`src/eqia_pkg.sv`:
```
// constants, types and rule overview for the equalizer indirect access block
// Overview of operation
// - writing file read pointer loads 16-bit file word into staging low bits and clears bits 31:16
// - file read transfer leaves the addressed file location unchanged
// - factory map: 0-7 ffe coeffs, 8-15 taps, 16-25 predictor, 26/27 gain words
// - 28-34 expose live stage signals in fixed order; 35-47 reserved
// - writing file write pointer stores staging low 16 bits into the file
// - file write uses only staging bits 15:0 and leaves staging intact
// - writing microprogram read pointer loads 32-bit store word into staging
// - writing microprogram write pointer stores all 32 staging bits, staging intact
// - four-byte host readable and writable staging word at word index 0x7c, bus bytes 0x1f0-0x1f3
// - every select-register transfer uses the single shared staging word
package eqia_pkg;
  localparam logic [7:0] EQIA_OFS_FILE_RD   = 8'h78;
  localparam logic [7:0] EQIA_OFS_FILE_WR   = 8'h79;
  localparam logic [7:0] EQIA_OFS_PROG_RD   = 8'h7a;
  localparam logic [7:0] EQIA_OFS_PROG_WR   = 8'h7b;
  localparam logic [7:0] EQIA_OFS_STAGE     = 8'h7c;
  // offsets above are word indices; the bus byte address is four times the index
  localparam int         EQIA_ADDR_W        = 10;
  localparam int         EQIA_IDX_LSB       = 2;
  localparam int         EQIA_PTR_W         = 6;
  localparam int         EQIA_FILE_W        = 16;
  localparam int         EQIA_PROG_W        = 32;
  localparam int         EQIA_FILE_DEPTH    = 48;
  localparam int         EQIA_PROG_DEPTH    = 64;
  localparam logic [5:0] EQIA_FILE_LAST     = 6'h2f;
  localparam logic [5:0] EQIA_LIVE_FIRST    = 6'h1c;
  localparam logic [5:0] EQIA_LIVE_LAST     = 6'h22;
  localparam int         EQIA_LIVE_N        = 7;
  localparam logic [1:0] EQIA_RESP_OKAY     = 2'b00;
  localparam logic [1:0] EQIA_RESP_SLVERR   = 2'b10;
  localparam logic [31:0] EQIA_STAGE_RST    = 32'h0000_0000;
  localparam logic [5:0]  EQIA_PTR_RST      = 6'h00;
  // symbol period in ns and its cycle count at 250 MHz
  localparam int         EQIA_CLK_NS        = 4;
  localparam int         EQIA_SYM_NS        = 2000;
  localparam int         EQIA_SYM_CYC       = EQIA_SYM_NS / EQIA_CLK_NS;

  typedef enum logic [3:0] {
    EQIA_OP_FILE_RD = 4'b0001,
    EQIA_OP_FILE_WR = 4'b0010,
    EQIA_OP_PROG_RD = 4'b0100,
    EQIA_OP_PROG_WR = 4'b1000
  } eqia_op_t;
endpackage : eqia_pkg

```
`src/eqia_file.sv`:
```
// equalizer register file with live stage signals overlaying stored words 28-34
`timescale 1ns/100ps
module eqia_file
  import eqia_pkg::*;
#(
  parameter int DEPTH = EQIA_FILE_DEPTH
) (
  input  wire logic                       clk,
  input  wire logic                       nrst,
  input  wire logic                       wr_en,
  input  wire logic [EQIA_PTR_W-1:0]      addr,
  input  wire logic [EQIA_FILE_W-1:0]     wdata,
  input  wire logic [EQIA_LIVE_N*EQIA_FILE_W-1:0] live_in,
  output logic      [EQIA_FILE_W-1:0]     rdata
);
  logic [EQIA_FILE_W-1:0] mem [DEPTH];
  logic [EQIA_FILE_W-1:0] live_word;
  logic [2:0]             live_idx;

  always_comb begin
    live_idx  = 3'(addr - EQIA_LIVE_FIRST);
    live_word = live_in[live_idx*EQIA_FILE_W +: EQIA_FILE_W];
  end

  // contents are undefined at reset, as for any ram
  always_ff @(posedge clk) begin
    if (wr_en && addr <= EQIA_FILE_LAST) begin
      mem[addr] <= wdata;
    end
  end

  always_ff @(posedge clk or negedge nrst) begin
    if (!nrst) begin
      rdata <= '0;
    end else if (addr >= EQIA_LIVE_FIRST && addr <= EQIA_LIVE_LAST) begin
      rdata <= live_word;
    end else if (addr <= EQIA_FILE_LAST) begin
      rdata <= mem[addr];
    end else begin
      rdata <= '0;
    end
  end
endmodule : eqia_file

```
`src/eqia_prog.sv`:
```
// equalizer microprogram store
`timescale 1ns/100ps
module eqia_prog
  import eqia_pkg::*;
#(
  parameter int DEPTH = EQIA_PROG_DEPTH
) (
  input  wire logic                   clk,
  input  wire logic                   nrst,
  input  wire logic                   wr_en,
  input  wire logic [EQIA_PTR_W-1:0]  addr,
  input  wire logic [EQIA_PROG_W-1:0] wdata,
  output logic      [EQIA_PROG_W-1:0] rdata
);
  logic [EQIA_PROG_W-1:0] mem [DEPTH];

  always_ff @(posedge clk) begin
    if (wr_en) begin
      mem[addr] <= wdata;
    end
  end

  always_ff @(posedge clk or negedge nrst) begin
    if (!nrst) begin
      rdata <= '0;
    end else begin
      rdata <= mem[addr];
    end
  end
endmodule : eqia_prog

```
`src/eqia_top.sv`:
```
// axi4-lite indirect access port to the equalizer file and microprogram store
`timescale 1ns/100ps
module eqia_top
  import eqia_pkg::*;
(
  input  wire logic                               clk,
  input  wire logic                               nrst,
  input  wire logic [EQIA_ADDR_W-1:0]             s_axi_awaddr,
  input  wire logic                               s_axi_awvalid,
  output logic                                    s_axi_awready,
  input  wire logic [31:0]                        s_axi_wdata,
  input  wire logic [3:0]                         s_axi_wstrb,
  input  wire logic                               s_axi_wvalid,
  output logic                                    s_axi_wready,
  output logic [1:0]                              s_axi_bresp,
  output logic                                    s_axi_bvalid,
  input  wire logic                               s_axi_bready,
  input  wire logic [EQIA_ADDR_W-1:0]             s_axi_araddr,
  input  wire logic                               s_axi_arvalid,
  output logic                                    s_axi_arready,
  output logic [31:0]                             s_axi_rdata,
  output logic [1:0]                              s_axi_rresp,
  output logic                                    s_axi_rvalid,
  input  wire logic                               s_axi_rready,
  input  wire logic [EQIA_LIVE_N*EQIA_FILE_W-1:0] live_in,
  output logic                                    xfer_busy
);
  typedef struct packed {
    logic                   aw_hold;
    logic [7:0]             aw_addr;
    logic                   w_hold;
    logic [31:0]            w_data;
    logic [3:0]             w_strb;
    logic                   bvalid;
    logic [1:0]             bresp;
    logic                   rvalid;
    logic [1:0]             rresp;
    logic [31:0]            rdata;
    logic [5:0]             file_rd_ptr;
    logic [5:0]             file_wr_ptr;
    logic [5:0]             prog_rd_ptr;
    logic [5:0]             prog_wr_ptr;
    logic [31:0]            stage;
    logic [3:0]             op;
    logic [1:0]             phase;
  } eqia_state_t;

  eqia_state_t s_q, s_d;

  logic                   wr_fire;
  logic                   rd_fire;
  logic                   map_ok;
  logic [31:0]            wmask;
  logic [31:0]            rd_word;
  logic [EQIA_PTR_W-1:0]  file_addr;
  logic [EQIA_PTR_W-1:0]  prog_addr;
  logic [EQIA_FILE_W-1:0] file_rdata;
  logic [EQIA_PROG_W-1:0] prog_rdata;
  logic                   file_we;
  logic                   prog_we;

  for (genvar b = 0; b < 4; b++) begin : g_mask
    assign wmask[b*8 +: 8] = {8{s_q.w_strb[b]}};
  end

  // the store address follows whichever pointer the running op uses
  always_comb begin
    file_addr = (s_q.op == EQIA_OP_FILE_WR) ? s_q.file_wr_ptr : s_q.file_rd_ptr;
    prog_addr = (s_q.op == EQIA_OP_PROG_WR) ? s_q.prog_wr_ptr : s_q.prog_rd_ptr;
    file_we   = (s_q.op == EQIA_OP_FILE_WR) && (s_q.phase == 2'd0);
    prog_we   = (s_q.op == EQIA_OP_PROG_WR) && (s_q.phase == 2'd0);
  end

  eqia_file #(
    .DEPTH (EQIA_FILE_DEPTH)
  ) u_file (
    .clk     (clk),
    .nrst    (nrst),
    .wr_en   (file_we),
    .addr    (file_addr),
    .wdata   (s_q.stage[EQIA_FILE_W-1:0]),
    .live_in (live_in),
    .rdata   (file_rdata)
  );

  eqia_prog #(
    .DEPTH (EQIA_PROG_DEPTH)
  ) u_prog (
    .clk   (clk),
    .nrst  (nrst),
    .wr_en (prog_we),
    .addr  (prog_addr),
    .wdata (s_q.stage),
    .rdata (prog_rdata)
  );

  always_comb begin
    wr_fire = s_q.aw_hold && s_q.w_hold && !s_q.bvalid;
    rd_fire = s_axi_arvalid && !s_q.rvalid;
    map_ok  = 1'b0;
    rd_word = '0;
    case (s_axi_araddr[EQIA_ADDR_W-1:EQIA_IDX_LSB])
      EQIA_OFS_FILE_RD: begin
        rd_word = {26'h0, s_q.file_rd_ptr};
        map_ok  = 1'b1;
      end
      EQIA_OFS_FILE_WR: begin
        rd_word = {26'h0, s_q.file_wr_ptr};
        map_ok  = 1'b1;
      end
      EQIA_OFS_PROG_RD: begin
        rd_word = {26'h0, s_q.prog_rd_ptr};
        map_ok  = 1'b1;
      end
      EQIA_OFS_PROG_WR: begin
        rd_word = {26'h0, s_q.prog_wr_ptr};
        map_ok  = 1'b1;
      end
      EQIA_OFS_STAGE: begin
        rd_word = s_q.stage;
        map_ok  = 1'b1;
      end
      default: begin
        rd_word = '0;
        map_ok  = 1'b0;
      end
    endcase
  end

  always_comb begin
    s_d = s_q;
    // write address and data are captured independently
    if (s_axi_awvalid && !s_q.aw_hold) begin
      s_d.aw_hold = 1'b1;
      s_d.aw_addr = s_axi_awaddr[EQIA_ADDR_W-1:EQIA_IDX_LSB];
    end
    if (s_axi_wvalid && !s_q.w_hold) begin
      s_d.w_hold = 1'b1;
      s_d.w_data = s_axi_wdata;
      s_d.w_strb = s_axi_wstrb;
    end
    if (s_q.bvalid && s_axi_bready) begin
      s_d.bvalid = 1'b0;
    end
    if (s_q.rvalid && s_axi_rready) begin
      s_d.rvalid = 1'b0;
    end

    // transfer sequencer: phase 0 issues, 1 waits on ram, 2 captures
    if (s_q.op != 4'b0000) begin
      s_d.phase = 2'(s_q.phase + 2'd1);
      if (s_q.phase == 2'd2) begin
        if (s_q.op == EQIA_OP_FILE_RD) begin
          s_d.stage = {16'h0, file_rdata};
        end else if (s_q.op == EQIA_OP_PROG_RD) begin
          s_d.stage = prog_rdata;
        end
        s_d.op    = 4'b0000;
        s_d.phase = 2'd0;
      end
    end

    if (wr_fire) begin
      s_d.aw_hold = 1'b0;
      s_d.w_hold  = 1'b0;
      s_d.bvalid  = 1'b1;
      s_d.bresp   = EQIA_RESP_OKAY;
      case (s_q.aw_addr)
        EQIA_OFS_FILE_RD: begin
          if (s_q.w_strb[0]) begin
            s_d.file_rd_ptr = s_q.w_data[5:0];
            s_d.op          = EQIA_OP_FILE_RD;
            s_d.phase       = 2'd0;
          end
        end
        EQIA_OFS_FILE_WR: begin
          if (s_q.w_strb[0]) begin
            s_d.file_wr_ptr = s_q.w_data[5:0];
            s_d.op          = EQIA_OP_FILE_WR;
            s_d.phase       = 2'd0;
          end
        end
        EQIA_OFS_PROG_RD: begin
          if (s_q.w_strb[0]) begin
            s_d.prog_rd_ptr = s_q.w_data[5:0];
            s_d.op          = EQIA_OP_PROG_RD;
            s_d.phase       = 2'd0;
          end
        end
        EQIA_OFS_PROG_WR: begin
          if (s_q.w_strb[0]) begin
            s_d.prog_wr_ptr = s_q.w_data[5:0];
            s_d.op          = EQIA_OP_PROG_WR;
            s_d.phase       = 2'd0;
          end
        end
        EQIA_OFS_STAGE: begin
          s_d.stage = (s_q.stage & ~wmask) | (s_q.w_data & wmask);
        end
        default: begin
          s_d.bresp = EQIA_RESP_SLVERR;
        end
      endcase
    end

    if (rd_fire) begin
      s_d.rvalid = 1'b1;
      s_d.rdata  = rd_word;
      s_d.rresp  = map_ok ? EQIA_RESP_OKAY : EQIA_RESP_SLVERR;
    end
  end

  always_ff @(posedge clk or negedge nrst) begin
    if (!nrst) begin
      s_q             <= '0;
      s_q.stage       <= EQIA_STAGE_RST;
      s_q.file_rd_ptr <= EQIA_PTR_RST;
      s_q.file_wr_ptr <= EQIA_PTR_RST;
      s_q.prog_rd_ptr <= EQIA_PTR_RST;
      s_q.prog_wr_ptr <= EQIA_PTR_RST;
    end else begin
      s_q <= s_d;
    end
  end

  always_comb begin
    s_axi_awready = !s_q.aw_hold;
    s_axi_wready  = !s_q.w_hold;
    s_axi_bvalid  = s_q.bvalid;
    s_axi_bresp   = s_q.bresp;
    s_axi_arready = !s_q.rvalid;
    s_axi_rvalid  = s_q.rvalid;
    s_axi_rdata   = s_q.rdata;
    s_axi_rresp   = s_q.rresp;
    xfer_busy     = (s_q.op != 4'b0000);
  end
endmodule : eqia_top

```
`config.mk`:
```
export PLATFORM = sky130hd
export DESIGN_NAME = eqia_top
export DESIGN_NICKNAME = d
export VERILOG_FILES = /design/src/eqia_pkg.sv /design/src/eqia_file.sv /design/src/eqia_prog.sv /design/src/eqia_top.sv
export SDC_FILE = /design/constraint.sdc
export NUM_CORES = 2
export LEC_CHECK = 0
export ABC_AREA = 1
export ABC_CLOCK_PERIOD_IN_PS = 7700
export BUFFER_PORTS_ARGS = -buffer_cell sky130_fd_sc_hd__buf_2
export CAP_MARGIN = 20
export CORE_UTILIZATION = 35
export CTS_CLUSTER_DIAMETER = 200
export CTS_CLUSTER_SIZE = 25
export DETAILED_ROUTE_END_ITERATION = 8
export RECOVER_POWER = 100
export SYNTH_ARGS = -nofsm -noshare
export SYNTH_HDL_FRONTEND = slang
export SYNTH_HIERARCHICAL = 1
export SYNTH_SLANG_ARGS = --single-unit
```
`constraint.sdc`:
```
create_clock -name clk -period 7.7 [get_ports clk]
set_input_delay 1.54 -clock clk [delete_from_list [all_inputs] [get_ports clk]]
set_output_delay 1.54 -clock clk [all_outputs]
set_load 0.02 [all_outputs]
```
==> results by group <==
Cells and area
  • Footprint of the multi-input gates: 0.0343 sq mm
  • Synthesis-to-finish area growth: 7.60%
  • Register area: roughly 0.089 sq mm
  • Post-layout util: a little under two fifths
  • Filler cell count: ~36000
  • Fraction of final layout cells with drive strength greater than 1: ~5.5%
  • Number of nets at the end of the flow: approximately 13000
  • Non-filler cells in the finished layout: between 15000 and 20000

Pwr
  • Portion of total power attributed to the clock network: around 29%
  • Worst VDD drop: approximately 160 uV
  • Sequential Power Share: between 60% and 70%
  • Total power divided by cell area: 215 mW/mm^2
  • Switching power share of the total: between 20% and 30%
  • Pleak: approximately 0.061 uW
  • Combinational fraction of design power: 7.7%
  • Internal power summed over all cells: between 20000 and 25000 uW
  • P_sw: 7370 uW

Place
  • Worst slack after detailed placement: around 2100 ps
  • # port buffers: 210
  • Placed cell count: approximately 17000
  • Half-perimeter wire length after detailed placement: between 200 and 250 mm
  • Final weighted congestion in routability-driven placement: around 0.85

Setup path
  • Required time of the critical path: 8180 ps
  • Setup crit start kind: flip-flop
  • Start point of the critical path: s_q[5]
  • Signal arrival time at the worst endpoint: about 7100 ps
  • Path type of the worst setup path: reg -> reg
  • Reg2reg start: s_q[5]
  • CP endpoint kind: flip-flop
  • Largest fanout on the critical path: 19

Clock network
  • Number of levels the H-tree was split into: 4
  • Clock buffers created by TritonCTS: roughly 140
  • CTS clock-pin slew for the worst setup and hold paths: approximately 100 ps
  • Cell chosen for the clock root: sky130_fd_sc_hd__clkbuf_16
  • Post-CTS setup-driven buffer insertion count: 0
  • Post-CTS Resized: 0
  • Total clock sinks: 3008
  • Hold buffer count at CTS: 0
  • CTS Buffer Depth: 4
  • Clock Latency Late Sink: 900 ps
  • CTS tree: yes

Routing
  • Count of vias placed by the detailed router: ~86000
  • Detailed-routing iteration count for the pre-antenna-repair pass: 6
  • Remaining antenna violation count after routing: 1
  • Via count normalized by instance count: approximately 4.9
  • DRC violation count after routing: 0
  • Initial drt markers: about 9000
  • Wirelength, routed: roughly 360 mm
  • Post-detailed-route wirelength per cell: ~21 um

Floorplan
  • Row cnt: around 220
  • Die Outline Area: 0.370 sq mm
  • Core Footprint: about 0.37 sq mm
  • Die width: between 600 and 700 um
  • Total I/O pin count: 217
  • Initial Utilization: a little over a third
  • Height of the chip: approximately 610 um

Min path
  • Beginning of the worst hold path: s_axi_rdata[17]
  • Kind of path behind the tightest hold check: reg -> reg

GRT
  • Final global-route overflow total: 0
  • Maximum number of pins on one net before global-route repair: about 190
  • First-pass GRT wire length: ~530 mm
  • Number of global-route vias before repair: approximately 78000
  • Number of antenna violations at the first check in global routing: 19
  • Total global routing track utilization: about a fifth

Status
  • Violated checks: antenna rules, capacitance limit, slew limit
  • Run status: finished with violations

Job
  • Count of maximum capacitance violations: 71

Synth
  • Count leader, synth: sky130_fd_sc_hd__nand2_1
  • Most frequent cells after synthesis: 7446 x sky130_fd_sc_hd__nand2_1, 2816 x sky130_fd_sc_hd__edfxtp_1, 493 x sky130_fd_sc_hd__inv_1, 455 x sky130_fd_sc_hd__nor2_1, 331 x sky130_fd_sc_hd__nand3_1
  • Area share of the leading cell type in the synthesized netlist: between 60% and 70%
  • Sequential share of the synthesized area: a little over two thirds
  • Area leader, netlist: sky130_fd_sc_hd__edfxtp_1
  • Count of warnings emitted by yosys: 6
  • Synthesis-stage register bit count: 3008
  • Number of flops mapped to enable cells by yosys: ~2800
  • Post-synthesis instance area: ~0.13 sq mm
  • Synth Area per Inst: 10.0 sq um
  • Proportion of synthesized flip-flops having asynchronous set or reset: under 10%
  • Ranking of synthesized cells by area: sky130_fd_sc_hd__edfxtp_1 66%, sky130_fd_sc_hd__nand2_1 22%, sky130_fd_sc_hd__dfrtp_1 3.7%
  • Count of unique library cells instantiated by Yosys: 34
  • Post-Syn Instances: 12800
  • Most instantiated flip-flop cell in the synthesis netlist: sky130_fd_sc_hd__edfxtp_1

STA
  • Number of hold-slack violations in the final timing report: 0
  • Final setup skew: between 90 and 100 ps
  • Worst-Margin Slew: about 5100 ps
  • Unrepaired setup endpoints after global routing: false
  • Worst Slack Setup Final: 1130 ps
  • Fmax: about 0.15 GHz
  • Final Setup Violations: 0
  • Time the final worst path needs with I/O delays and setup: around 6600 ps
  • Final worst path period share: a little under nine tenths
  • Slew margin rel.: -237%
  • Final-layout setup total negative slack: 0 ps
  • Max-slew violation total from the final report: 3287
-- power groups by stage --
stage          logic (uW)  registers, uW  clock network [uW]
2_1_floorplan        1200          19100                   0
4_1_cts              2310          18800                8750
3_3_place_gp         2290          19200                   0
5_1_grt              2480          18900                9270
3_5_place_dp         2310          19200                   0
6_report             2300          18900                8580
-- cells by family (layout without fill, tap and decap cells) --
group                  Yosys count  in the layout  synth area share (%)
DFF                           3008           3008                  69.5
buffers and inverters         1171           1166                  4.06
and+or+nand+nor               8417           8417                  25.3
other                            1             21               0.00292
AOI/OAI and AO/OA              199            199                 0.906
muxes                           21             21                 0.184
-- layer usage --
metal | global-route usage (%) | part of all wire (%)
met5 | 0 | 0
met4 | 5.87 | 3.3
met3 | 2.42 | 7.3
met2 | 30.5 | 46
met1 | 27.2 | 44
-- registers in the layout, indices dropped and copies added (netlist names), named ones only --
| register | flops |
|---|---|
| s_axi_rdata | 32 |
| u_prog/mem | 2048 |
| s_axi_rresp | 1 |
| u_file/rdata | 16 |
| s_axi_bresp | 1 |
| s_q | 76 |
| u_file/mem | 768 |
| u_prog/rdata | 32 |
| s_axi_bvalid | 1 |
| s_axi_rvalid | 1 |
-- per-stage QoR --
stage / hold slack, ps / power (uW) / area, sq um
floorplan: 450 / 20300 / 128000
global placement: 463 / 21500 / 135000
detailed placement: 466 / 21500 / 135000
CTS: 491 / 29900 / 139000
global route: 533 / 30700 / 138000
finish: 495 / 29800 / 138000
-- area by class of cell --
type                       instances  area share (%)
clock buffer                     201            2.73
antenna                           19          0.0344
sequential                      3008            64.6
clock inverter                    11           0.118
timing repair buffer             438            1.85
multi-input combinational       8639            24.8
inverter                         516            1.42
tap                             4816            4.36
-- layout by cell type (no fill, tap or decap), types with 7 or more instances in the layout --
| cell | netlist | routed |
|---|---|---|
| sky130_fd_sc_hd__inv_1 | 493 | 503 |
| sky130_fd_sc_hd__inv_2 | 22 | 7 |
| sky130_fd_sc_hd__mux2_2 | 21 | 21 |
| sky130_fd_sc_hd__buf_4 | 110 | 105 |
| sky130_fd_sc_hd__nand3_1 | 331 | 331 |
| sky130_fd_sc_hd__buf_2 | 299 | 170 |
| sky130_fd_sc_hd__nand2_1 | 7446 | 7447 |
| sky130_fd_sc_hd__o21ai_1 | 21 | 13 |
| sky130_fd_sc_hd__clkbuf_16 | 0 | 142 |
| sky130_fd_sc_hd__nor2_4 | 7 | 56 |
| sky130_fd_sc_hd__o31ai_1 | 16 | 16 |
| sky130_fd_sc_hd__edfxtp_1 | 2816 | 2816 |
| sky130_fd_sc_hd__or2_2 | 117 | 117 |
| sky130_fd_sc_hd__nor2_2 | 7 | 12 |
| sky130_fd_sc_hd__a21oi_1 | 27 | 27 |
| sky130_fd_sc_hd__dfrtp_1 | 192 | 187 |
| sky130_fd_sc_hd__o211ai_1 | 22 | 22 |
| sky130_fd_sc_hd__a22oi_1 | 12 | 12 |
| sky130_fd_sc_hd__clkbuf_2 | 0 | 27 |
| sky130_fd_sc_hd__clkbuf_1 | 193 | 178 |
| sky130_fd_sc_hd__nor3_1 | 10 | 10 |
| sky130_fd_sc_hd__o21ai_0 | 89 | 93 |
| sky130_fd_sc_hd__nor2_1 | 455 | 401 |
| sky130_fd_sc_hd__buf_12 | 0 | 17 |
| sky130_fd_sc_hd__nand4_1 | 33 | 33 |
| sky130_fd_sc_hd__diode_2 | 0 | 19 |
-- worst max-delay path: stages, from the launching register on --
cell	delay, ps
sky130_fd_sc_hd__dfrtp_1	440
sky130_fd_sc_hd__nor2_1	230
sky130_fd_sc_hd__nand2_1	370
sky130_fd_sc_hd__o21ai_4	530
sky130_fd_sc_hd__nand2_1	750
sky130_fd_sc_hd__clkbuf_1	650
sky130_fd_sc_hd__nor2_1	1550
sky130_fd_sc_hd__inv_1	520
sky130_fd_sc_hd__nor2_1	220
sky130_fd_sc_hd__clkbuf_1	940
-- worst paths after layout --
path	endpoint	slack (ps)	cells after the start
min reg2reg	s_axi_rdata[17]	500	2
max	u_file/mem[23][10]	1130	9
max in group asynchronous	asynchronous set/reset pin	1960	1
min in group asynchronous	s_q[112]	2440	1
max reg2reg	u_file/mem[23][10]	1130	9
min	s_axi_rdata[17]	500	2
No activity file was read; power rests on OpenSTA's default activity.
